===== config.mk =====
export PLATFORM = sky130hd
export DESIGN_NAME = pin_select_map
export DESIGN_NICKNAME = d
export VERILOG_FILES = /design/src/design/pin_select_pkg.sv /design/src/design/sel_field_bank.sv /design/src/design/pin_select_map.sv
export SDC_FILE = /design/constraint.sdc
export NUM_CORES = 1
export LEC_CHECK = 0
export BUFFER_PORTS_ARGS = -buffer_cell sky130_fd_sc_hd__buf_2
export CAP_MARGIN = 20
export CORE_MARGIN = 5
export CORE_UTILIZATION = 59
export CTS_CLUSTER_SIZE = 12
export DETAILED_ROUTE_END_ITERATION = 6
export GPL_ROUTABILITY_DRIVEN = 0
export GPL_TIMING_DRIVEN = 1
export PLACE_DENSITY = 0.95
export SKIP_CTS_REPAIR_TIMING = 1
export SYNTH_ARGS = -nofsm -noshare
export SYNTH_HDL_FRONTEND = slang
export SYNTH_HIERARCHICAL = 1
export SYNTH_SLANG_ARGS = --single-unit

===== constraint.sdc =====
create_clock -name CORE_CLK_IN -period 11 [get_ports CORE_CLK_IN]
set_input_delay 3.3 -clock CORE_CLK_IN [delete_from_list [all_inputs] [get_ports CORE_CLK_IN]]
set_output_delay 3.3 -clock CORE_CLK_IN [all_outputs]
set_load 0.02 [all_outputs]

===== src/design/pin_select_pkg.sv =====
// Constants, types and address map shared by the remappable pin select map
package pin_select_pkg;

   // Geometry of the selector bank
   localparam int FIELD_W     = 6;
   localparam int REG_W       = 16;
   localparam int NUM_IN_SEL  = 6;
   localparam int NUM_OUT_SEL = 4;
   localparam int NUM_FIELDS  = 10;
   localparam int NUM_REGS    = 6;
   localparam int PIN_COUNT   = 64;
   localparam int FUNC_COUNT  = 64;
   localparam int IDX_W       = 3;

   typedef logic [FIELD_W-1:0]                  sel_t;
   typedef logic [NUM_FIELDS-1:0][FIELD_W-1:0]  field_bank_t;

   // Byte offsets of the registers on the bus
   localparam logic [31:0] SPI2_SS_SEL_OFS    = 32'h0000_0000;
   localparam logic [31:0] UART4_SEL_OFS      = 32'h0000_0004;
   localparam logic [31:0] SPI3_CLK_DAT_OFS   = 32'h0000_0008;
   localparam logic [31:0] SPI3_SS_SEL_OFS    = 32'h0000_000C;
   localparam logic [31:0] PIN_OUT_0_1_OFS    = 32'h0000_0010;
   localparam logic [31:0] PIN_OUT_2_3_OFS    = 32'h0000_0014;

   // Word indices derived from the offsets
   localparam logic [IDX_W-1:0] PIN01_IDX    = PIN_OUT_0_1_OFS[4:2];
   localparam logic [IDX_W-1:0] LAST_IDX     = PIN_OUT_2_3_OFS[4:2];
   localparam logic [IDX_W-1:0] UNMAPPED_IDX = 3'h7;

   // Field positions inside a register word
   localparam int LO_LSB = 0;
   localparam int HI_LSB = 8;

   // Field order: peripheral inputs first, then the four pin outputs
   localparam int F_SPI2_SS   = 0;
   localparam int F_UART4_RX  = 1;
   localparam int F_UART4_CTS = 2;
   localparam int F_SPI3_DAT  = 3;
   localparam int F_SPI3_CLK  = 4;
   localparam int F_SPI3_SS   = 5;
   localparam int F_PIN0      = 6;

   // Values after reset and the null output function
   localparam sel_t IN_SEL_RST  = 6'h3F;
   localparam sel_t OUT_SEL_RST = 6'h00;
   localparam sel_t FUNC_NONE   = 6'h00;
   localparam logic PERIPH_IDLE = 1'h1;

   // Register index and half (1 = bits 13-8) of every field
   localparam logic [NUM_FIELDS-1:0][IDX_W-1:0] FIELD_REG =
      {3'h5, 3'h5, 3'h4, 3'h4, 3'h3, 3'h2, 3'h2, 3'h1, 3'h1, 3'h0};
   localparam logic [NUM_FIELDS-1:0] FIELD_HI = 10'h294;
   localparam field_bank_t FIELD_RST = {OUT_SEL_RST, OUT_SEL_RST, OUT_SEL_RST, OUT_SEL_RST,
      IN_SEL_RST, IN_SEL_RST, IN_SEL_RST, IN_SEL_RST, IN_SEL_RST, IN_SEL_RST};

   // Bus answers
   localparam logic [1:0] RESP_OKAY   = 2'h0;
   localparam logic [1:0] RESP_SLVERR = 2'h2;

   // Routed peripheral inputs, bit 5 first
   typedef struct packed {
      logic spi3_slave_select_input;
      logic spi3_clock_input;
      logic spi3_data_input;
      logic uart4_clear_to_send_input;
      logic uart4_receive_input;
      logic spi2_slave_select_input;
   } periph_in_s;

   // True for any address inside the six-register map; bits 1-0 are not checked
   function automatic logic addr_hit(input logic [31:0] addr);
      return (addr[31:5] == 27'h0000000) && (addr[4:2] <= LAST_IDX);
   endfunction : addr_hit

endpackage : pin_select_pkg


===== src/design/sel_field_bank.sv =====
// Selector field storage with a registered read port
module sel_field_bank (
   input  wire logic                                     clk_in,
   input  wire logic                                     rst_n_in,
   input  wire logic                                     wr_en_in,
   input  wire logic [pin_select_pkg::IDX_W-1:0]         wr_idx_in,
   input  wire logic [pin_select_pkg::REG_W-1:0]         wr_data_in,
   input  wire logic [1:0]                               wr_strb_in,
   input  wire logic                                     rd_en_in,
   input  wire logic [pin_select_pkg::IDX_W-1:0]         rd_idx_in,
   output logic      [pin_select_pkg::REG_W-1:0]         rd_data_out,
   output pin_select_pkg::field_bank_t                   fields_out
);

   pin_select_pkg::field_bank_t           field_q;
   logic [pin_select_pkg::REG_W-1:0]      rd_data_q;
   logic [pin_select_pkg::REG_W-1:0]      rd_word_d;

   // One six-bit field per entry; a write lands only on its own byte lane
   for (genvar f = 0; f < pin_select_pkg::NUM_FIELDS; f++) begin : g_field
      always_ff @(posedge clk_in or negedge rst_n_in) begin
         if (!rst_n_in) begin
            field_q[f] <= pin_select_pkg::FIELD_RST[f];
         end else if (wr_en_in && wr_idx_in == pin_select_pkg::FIELD_REG[f]
                      && wr_strb_in[pin_select_pkg::FIELD_HI[f]]) begin
            field_q[f] <= pin_select_pkg::FIELD_HI[f]
               ? wr_data_in[pin_select_pkg::HI_LSB +: pin_select_pkg::FIELD_W]
               : wr_data_in[pin_select_pkg::LO_LSB +: pin_select_pkg::FIELD_W];
         end
      end
   end

   // Assemble a word; bits that hold no field stay zero
   always_comb begin
      rd_word_d = 16'h0000;
      for (int f = 0; f < pin_select_pkg::NUM_FIELDS; f++) begin
         if (rd_idx_in == pin_select_pkg::FIELD_REG[f]) begin
            if (pin_select_pkg::FIELD_HI[f]) begin
               rd_word_d[pin_select_pkg::HI_LSB +: pin_select_pkg::FIELD_W] = field_q[f];
            end else begin
               rd_word_d[pin_select_pkg::LO_LSB +: pin_select_pkg::FIELD_W] = field_q[f];
            end
         end
      end
   end

   // Read data held in a register until the next read
   always_ff @(posedge clk_in or negedge rst_n_in) begin
      if (!rst_n_in) begin
         rd_data_q <= 16'h0000;
      end else if (rd_en_in) begin
         rd_data_q <= rd_word_d;
      end
   end

   assign rd_data_out = rd_data_q;
   assign fields_out  = field_q;

endmodule : sel_field_bank


===== src/design/pin_select_map.sv =====
// Remappable pin select map: register slave, input routing and pin output routing
////////////////////////////////////////////////////////////////////////////////
// Function
// - Bits 5-0 of own register pick the pin feeding SPI2 slave select.
// - Bits 13-8 of shared register pick the pin feeding UART4 clear-to-send.
// - Bits 5-0 of that register pick the pin feeding UART4 receive.
// - Bits 13-8 of shared register pick the pin feeding SPI3 clock.
// - Bits 5-0 of that register pick the pin feeding SPI3 data.
// - Bits 5-0 of own register pick SPI3 slave select pin; upper bits unused.
// - Pin 0 field, bits 5-0, routes output function n onto the pin.
// - Pin 1 field, bits 13-8 of first output register, routes function n.
// - Second output register: pin 2 in bits 5-0, pin 3 in 13-8.
// - Unimplemented bits read zero and ignore writes.
// - Reset sets every peripheral input selector bit to one.
// - Reset clears every pin output selector field to zero.
////////////////////////////////////////////////////////////////////////////////
module pin_select_map (
   input  wire logic                                         CORE_CLK_IN,
   input  wire logic                                         ARST_N_IN,
   input  wire logic                                         S_AXI_AWVALID_IN,
   output logic                                              S_AXI_AWREADY_OUT,
   input  wire logic [31:0]                                  S_AXI_AWADDR_IN,
   input  wire logic [2:0]                                   S_AXI_AWPROT_IN,
   input  wire logic                                         S_AXI_WVALID_IN,
   output logic                                              S_AXI_WREADY_OUT,
   input  wire logic [31:0]                                  S_AXI_WDATA_IN,
   input  wire logic [3:0]                                   S_AXI_WSTRB_IN,
   output logic                                              S_AXI_BVALID_OUT,
   input  wire logic                                         S_AXI_BREADY_IN,
   output logic      [1:0]                                   S_AXI_BRESP_OUT,
   input  wire logic                                         S_AXI_ARVALID_IN,
   output logic                                              S_AXI_ARREADY_OUT,
   input  wire logic [31:0]                                  S_AXI_ARADDR_IN,
   input  wire logic [2:0]                                   S_AXI_ARPROT_IN,
   output logic                                              S_AXI_RVALID_OUT,
   input  wire logic                                         S_AXI_RREADY_IN,
   output logic      [31:0]                                  S_AXI_RDATA_OUT,
   output logic      [1:0]                                   S_AXI_RRESP_OUT,
   input  wire logic [pin_select_pkg::PIN_COUNT-1:0]         PIN_IN,
   input  wire logic [pin_select_pkg::FUNC_COUNT-1:0]        FUNC_IN,
   output pin_select_pkg::periph_in_s                        PERIPH_IN_OUT,
   output logic      [pin_select_pkg::NUM_OUT_SEL-1:0]       PIN_DATA_OUT,
   output logic      [pin_select_pkg::NUM_OUT_SEL-1:0]       PIN_OE_OUT
);

////////////////////////////////////////////////////////////////////////////////
// Reset release

   logic rst_meta_q;
   logic rst_n_q;

   // Assert at once, release two edges later so no flop sees a ragged edge
   always_ff @(posedge CORE_CLK_IN or negedge ARST_N_IN) begin
      if (!ARST_N_IN) begin
         rst_meta_q <= 1'h0;
         rst_n_q    <= 1'h0;
      end else begin
         rst_meta_q <= 1'h1;
         rst_n_q    <= rst_meta_q;
      end
   end

////////////////////////////////////////////////////////////////////////////////
// Write channel

   logic        awready_q;
   logic        wready_q;
   logic        aw_have_q;
   logic        w_have_q;
   logic [31:0] awaddr_q;
   logic [15:0] wdata_q;
   logic [1:0]  wstrb_q;
   logic        bvalid_q;
   logic [1:0]  bresp_q;
   logic        aw_fire;
   logic        w_fire;
   logic        wr_go;
   logic        wr_hit;

   assign aw_fire = S_AXI_AWVALID_IN & awready_q;
   assign w_fire  = S_AXI_WVALID_IN & wready_q;
   // Address and data may arrive in either order; commit once both are held
   assign wr_go   = aw_have_q & w_have_q & ~bvalid_q;
   assign wr_hit  = pin_select_pkg::addr_hit(awaddr_q);

   // Address capture; ready stays low until the response is taken
   always_ff @(posedge CORE_CLK_IN or negedge rst_n_q) begin
      if (!rst_n_q) begin
         awready_q <= 1'h1;
         aw_have_q <= 1'h0;
         awaddr_q  <= 32'h0000_0000;
      end else if (aw_fire) begin
         awready_q <= 1'h0;
         aw_have_q <= 1'h1;
         awaddr_q  <= S_AXI_AWADDR_IN;
      end else if (wr_go) begin
         aw_have_q <= 1'h0;
      end else if (bvalid_q && S_AXI_BREADY_IN) begin
         awready_q <= 1'h1;
      end
   end

   // Data capture; only the low two lanes carry implemented bits
   always_ff @(posedge CORE_CLK_IN or negedge rst_n_q) begin
      if (!rst_n_q) begin
         wready_q <= 1'h1;
         w_have_q <= 1'h0;
         wdata_q  <= 16'h0000;
         wstrb_q  <= 2'h0;
      end else if (w_fire) begin
         wready_q <= 1'h0;
         w_have_q <= 1'h1;
         wdata_q  <= S_AXI_WDATA_IN[15:0];
         wstrb_q  <= S_AXI_WSTRB_IN[1:0];
      end else if (wr_go) begin
         w_have_q <= 1'h0;
      end else if (bvalid_q && S_AXI_BREADY_IN) begin
         wready_q <= 1'h1;
      end
   end

   // Write response; an address outside the map is refused and stores nothing
   always_ff @(posedge CORE_CLK_IN or negedge rst_n_q) begin
      if (!rst_n_q) begin
         bvalid_q <= 1'h0;
         bresp_q  <= pin_select_pkg::RESP_OKAY;
      end else if (wr_go) begin
         bvalid_q <= 1'h1;
         bresp_q  <= wr_hit ? pin_select_pkg::RESP_OKAY : pin_select_pkg::RESP_SLVERR;
      end else if (S_AXI_BREADY_IN) begin
         bvalid_q <= 1'h0;
      end
   end

////////////////////////////////////////////////////////////////////////////////
// Read channel

   typedef enum logic {RD_IDLE, RD_RESP} rd_state_e;

   rd_state_e                          rd_state_q;
   logic                               arready_q;
   logic                               rvalid_q;
   logic [1:0]                         rresp_q;
   logic                               ar_fire;
   logic                               ar_hit;
   logic [pin_select_pkg::IDX_W-1:0]   rd_idx;

   assign ar_fire = S_AXI_ARVALID_IN & arready_q;
   assign ar_hit  = pin_select_pkg::addr_hit(S_AXI_ARADDR_IN);
   // An unmapped read points the bank at an empty index, so data read zero
   assign rd_idx  = ar_hit ? S_AXI_ARADDR_IN[4:2] : pin_select_pkg::UNMAPPED_IDX;

   // Data is loaded into the bank register on the same edge that takes the address
   always_ff @(posedge CORE_CLK_IN or negedge rst_n_q) begin
      if (!rst_n_q) begin
         rd_state_q <= RD_IDLE;
         arready_q  <= 1'h1;
         rvalid_q   <= 1'h0;
         rresp_q    <= pin_select_pkg::RESP_OKAY;
      end else begin
         case (rd_state_q)
            RD_IDLE: begin
               if (ar_fire) begin
                  rd_state_q <= RD_RESP;
                  arready_q  <= 1'h0;
                  rvalid_q   <= 1'h1;
                  rresp_q    <= ar_hit ? pin_select_pkg::RESP_OKAY
                                       : pin_select_pkg::RESP_SLVERR;
               end
            end
            RD_RESP: begin
               if (S_AXI_RREADY_IN) begin
                  rd_state_q <= RD_IDLE;
                  arready_q  <= 1'h1;
                  rvalid_q   <= 1'h0;
               end
            end
            default: begin
               rd_state_q <= RD_IDLE;
               arready_q  <= 1'h1;
               rvalid_q   <= 1'h0;
            end
         endcase
      end
   end

////////////////////////////////////////////////////////////////////////////////
// Selector storage

   pin_select_pkg::field_bank_t   fields_w;
   logic [15:0]                   rd_data_w;

   // Unimplemented bits have no storage at all, so writes to them vanish
   sel_field_bank u_bank (
      .clk_in      (CORE_CLK_IN),
      .rst_n_in    (rst_n_q),
      .wr_en_in    (wr_go & wr_hit),
      .wr_idx_in   (awaddr_q[4:2]),
      .wr_data_in  (wdata_q),
      .wr_strb_in  (wstrb_q),
      .rd_en_in    (ar_fire),
      .rd_idx_in   (rd_idx),
      .rd_data_out (rd_data_w),
      .fields_out  (fields_w)
   );

////////////////////////////////////////////////////////////////////////////////
// Routing

   logic [pin_select_pkg::NUM_IN_SEL-1:0]   periph_q;
   logic [pin_select_pkg::NUM_IN_SEL-1:0]   pick_w;
   logic [pin_select_pkg::NUM_OUT_SEL-1:0]  pin_data_q;
   logic [pin_select_pkg::NUM_OUT_SEL-1:0]  pin_oe_q;
   logic [pin_select_pkg::NUM_OUT_SEL-1:0]  out_pick_w;
   logic [pin_select_pkg::NUM_OUT_SEL-1:0]  out_en_w;

   // Each peripheral input samples the pin its selector names; registering
   // costs a cycle but keeps the wide mux off the peripheral's timing path
   for (genvar i = 0; i < pin_select_pkg::NUM_IN_SEL; i++) begin : g_in_route
      assign pick_w[i] = PIN_IN[fields_w[i]];
      always_ff @(posedge CORE_CLK_IN or negedge rst_n_q) begin
         if (!rst_n_q) begin
            periph_q[i] <= pin_select_pkg::PERIPH_IDLE;
         end else begin
            periph_q[i] <= pick_w[i];
         end
      end
   end

   // Function zero is the null output: the pin is released, not driven low
   for (genvar j = 0; j < pin_select_pkg::NUM_OUT_SEL; j++) begin : g_out_route
      assign out_en_w[j]   = fields_w[pin_select_pkg::NUM_IN_SEL + j] != pin_select_pkg::FUNC_NONE;
      assign out_pick_w[j] = out_en_w[j] & FUNC_IN[fields_w[pin_select_pkg::NUM_IN_SEL + j]];
      always_ff @(posedge CORE_CLK_IN or negedge rst_n_q) begin
         if (!rst_n_q) begin
            pin_data_q[j] <= 1'h0;
            pin_oe_q[j]   <= 1'h0;
         end else begin
            pin_data_q[j] <= out_pick_w[j];
            pin_oe_q[j]   <= out_en_w[j];
         end
      end
   end

////////////////////////////////////////////////////////////////////////////////
// Outputs

   assign S_AXI_AWREADY_OUT = awready_q;
   assign S_AXI_WREADY_OUT  = wready_q;
   assign S_AXI_BVALID_OUT  = bvalid_q;
   assign S_AXI_BRESP_OUT   = bresp_q;
   assign S_AXI_ARREADY_OUT = arready_q;
   assign S_AXI_RVALID_OUT  = rvalid_q;
   assign S_AXI_RRESP_OUT   = rresp_q;
   // Upper half of the word always reads zero
   assign S_AXI_RDATA_OUT   = {16'h0000, rd_data_w};
   assign PERIPH_IN_OUT     = pin_select_pkg::periph_in_s'(periph_q);
   assign PIN_DATA_OUT      = pin_data_q;
   assign PIN_OE_OUT        = pin_oe_q;

   logic [5:0] wlo_w;
   assign wlo_w = wdata_q[5:0];
endmodule : pin_select_map


==> flow_metrics.py <==
metrics = {
    "worst_setup_path": {
        "worstSetupPathType": "in -> reg",
        "worstPathArrival_ns": 5.95,
        "path_max_fanout": 12,
        "timing.critical_path.buf_inv": 1,
        "cp-end-kind": "register",
        "cp_data_required_time_ns": 11.36,
        "crit_chain": "buf_2 -> nor4_1 -> nand4_1 -> or3_1 -> nor2b_1 -> a22oi_1 -> o211ai_1 -> o21a_1",
        "crit_path_max_incr_delay_ns": 0.70,
        "slowest_stage": "nor2b_1",
        "crit_family": "simple AND/OR/NAND/NOR gates",
        "critPathLaunchType": "input pin",
    },
    "power_and_ir_drop": {
        "ir_worst_vdd_mv": 0.166,
        "p_leak_nw": 5.14,
        "power_density_nw_per_um2": 137,
        "power_mw": 1.81,
    },
    "place": {
        "dp_slack_ns": 5.11,
        "numPortBuffers": 241,
        "dpl-instance-area_um2": 12600,
        "dp_hpwl_mm": 26.3,
        "placed_cells_incl_taps": 1274,
    },
    "sta": {
        "setup_violations": 0,
        "timing.hold.ws_ns": 0.351,
        "clock.fmax_mhz": 179,
        "period_share_pct": 50.9,
        "finClkSkew_ns": 0.00692,
        "setup_slack_ns": 5.40,
        "final_hold_viol_count": 0,
        "rsz0062_at_grt": "false",
        "setup_tns_ns": 0,
        "period_minus_slack_ns": 5.60,
        "worst_pin_slew_ns": 1.03,
        "slew_viol_final": 0,
        "relSlewSlack_pct": 31.5,
    },
    "clock_tree": {
        "cts_buffers": 17,
        "cts-root-buf": "clkbuf_16",
        "clk_pin_slew_worst_paths_ns": 0.06,
        "clk_latency_ns": 0.42,
        "h-tree-depth": 4,
        "cts.path.max_buffers": 2,
        "clock-sinks": 142,
        "cts_tree": "built",
    },
    "min_path": {
        "hold_class": "reg -> reg",
    },
    "grt": {
        "grt_max_degree": 89,
        "gr-total-overflow": 0,
        "grt_pass1_wl_mm": 58.1,
        "grt_usage_pct": 34.2,
        "antenna_found_initial": 1,
        "grt_pass1_vias": 10200,
    },
    "route": {
        "drc": 55,
        "ant_nets": 0,
        "via_per_inst": 7.67,
        "vias": 10000,
        "drt-total-wl_mm": 38.4,
        "first_pass_iters": 7,
        "wire_per_inst_um": 29.3,
        "drt_iter0_markers": 1898,
    },
    "floorplanning": {
        "die_h_um": 150,
        "chipWidth_um": 150,
        "start_util_pct": 59.5,
        "die-area_um2": 22400,
        "io_pins": 296,
        "core-area_um2": 19300,
        "rows": 51,
    },
    "logic_synthesis": {
        "synth_area_per_cell_um2": 13.8,
        "synthesis.area_um2": 11500,
        "syn-instance-count": 833,
        "yosysWarnings": 6,
    },
    "outcome": {
        "status": "complete, but fails checks",
        "violations": "design-rule violations",
    },
    "cells_and_area": {
        "nets": 1271,
        "drive_gt1_share_pct": 56.2,
        "design_area_um2": 13200,
        "fin_cells": 1308,
        "utilization_pct": 68.5,
        "area_growth_pct": 15.1,
        "antenna-diode-count": 0,
    },
    "run": {
        "cap_violations": 0,
    },
}
layer usage:
metal | track usage (%) | vias up | wire [um]
met4 | 17.3 | 2 | 3030
met3 | 15.4 | 362 | 6190
met1 | 41.1 | 4697 | 12000
met2 | 52.6 | 1146 | 17200
met5 | 0 | - | 20
li1 | - | 3822 | -
registers in the layout, summed over array words and instances (netlist names):
name / count
rst_n_q: 1
PIN_DATA_OUT: 4
S_AXI_ARREADY_OUT: 1
w_have_q: 1
S_AXI_BRESP_OUT: 1
wstrb_q: 2
PERIPH_IN_OUT: 6
rst_meta_q: 1
S_AXI_BVALID_OUT: 1
S_AXI_WREADY_OUT: 1
u_bank/fields_out: 60
S_AXI_AWREADY_OUT: 1
aw_have_q: 1
S_AXI_RRESP_OUT: 1
rd_state_q: 1
awaddr_q: 30
S_AXI_RVALID_OUT: 1
PIN_OE_OUT: 4
wdata_q: 12
u_bank/rd_data_out: 12
worst paths after layout:
kind                                     start                endpoint  slack (ns)  depth (start not counted)
hold reg to reg                     rst_meta_q                 rst_n_q        0.35                          0
max in group asynchronous            ARST_N_IN                 rst_n_q        8.24                          1
setup reg to reg                  awaddr_q[14]   u_bank/fields_out[50]        8.13                          6
setup / recovery           S_AXI_ARADDR_IN[25]  u_bank/rd_data_out[13]        5.40                          8
min in group asynchronous              rst_n_q            awaddr_q[19]        0.37                          0
hold / removal                      rst_meta_q                 rst_n_q        0.35                          0
cell type report:
type	count	area [um^2]
timing repair buffer	246	1300
fill	1216	6090
multi-input combinational	615	7370
clock inverter	8	105
inverter	8	30.0
clock buffer	24	492
sequential	142	3610
tap	265	332
report_power, final:
part	switching, mW	internal (mW)
Sequential	0.120	0.652
Clock	0.223	0.359
Combinational	0.234	0.220
Total	0.577	1.23
layout by cell type, fill, tap and decap left out, types with 3 or more instances in the layout:
cell and instances:
nand2_1 27, o21a_1 6, o22ai_1 17, mux4_1 32, mux2_4 6, a22oi_1 18, nand4_1 3, inv_1 7
a31oi_1 13, nand3b_1 12, o211ai_1 10, dfstp_2 45, o221ai_1 5, clkbuf_8 4, or3_1 6, nor4_1 13
or4_1 3, o21bai_1 5, o22a_1 8, conb_1 23, clkbuf_16 17, nor2b_1 12, nand2b_1 18, nor2_1 16
clkbuf_1 3, mux2_2 116, a21oi_1 10, o21ai_0 18, mux2i_1 41, buf_2 241, a2111oi_0 5, a211oi_1 5
nand3_1 12, dfrtp_1 96, a31o_1 4, mux4_2 133, clkinvlp_4 3, or2_2 6
worst reg2reg max path, cell delays in order, from the launching register on:
cell,delay (ns)
dfrtp_1,0.37
or4_1,0.54
a2111oi_0,0.39
buf_4,0.20
nand3b_1,0.17
nor2_1,0.64
mux2_2,0.44
No activity file was read; power rests on OpenSTA's default activity.
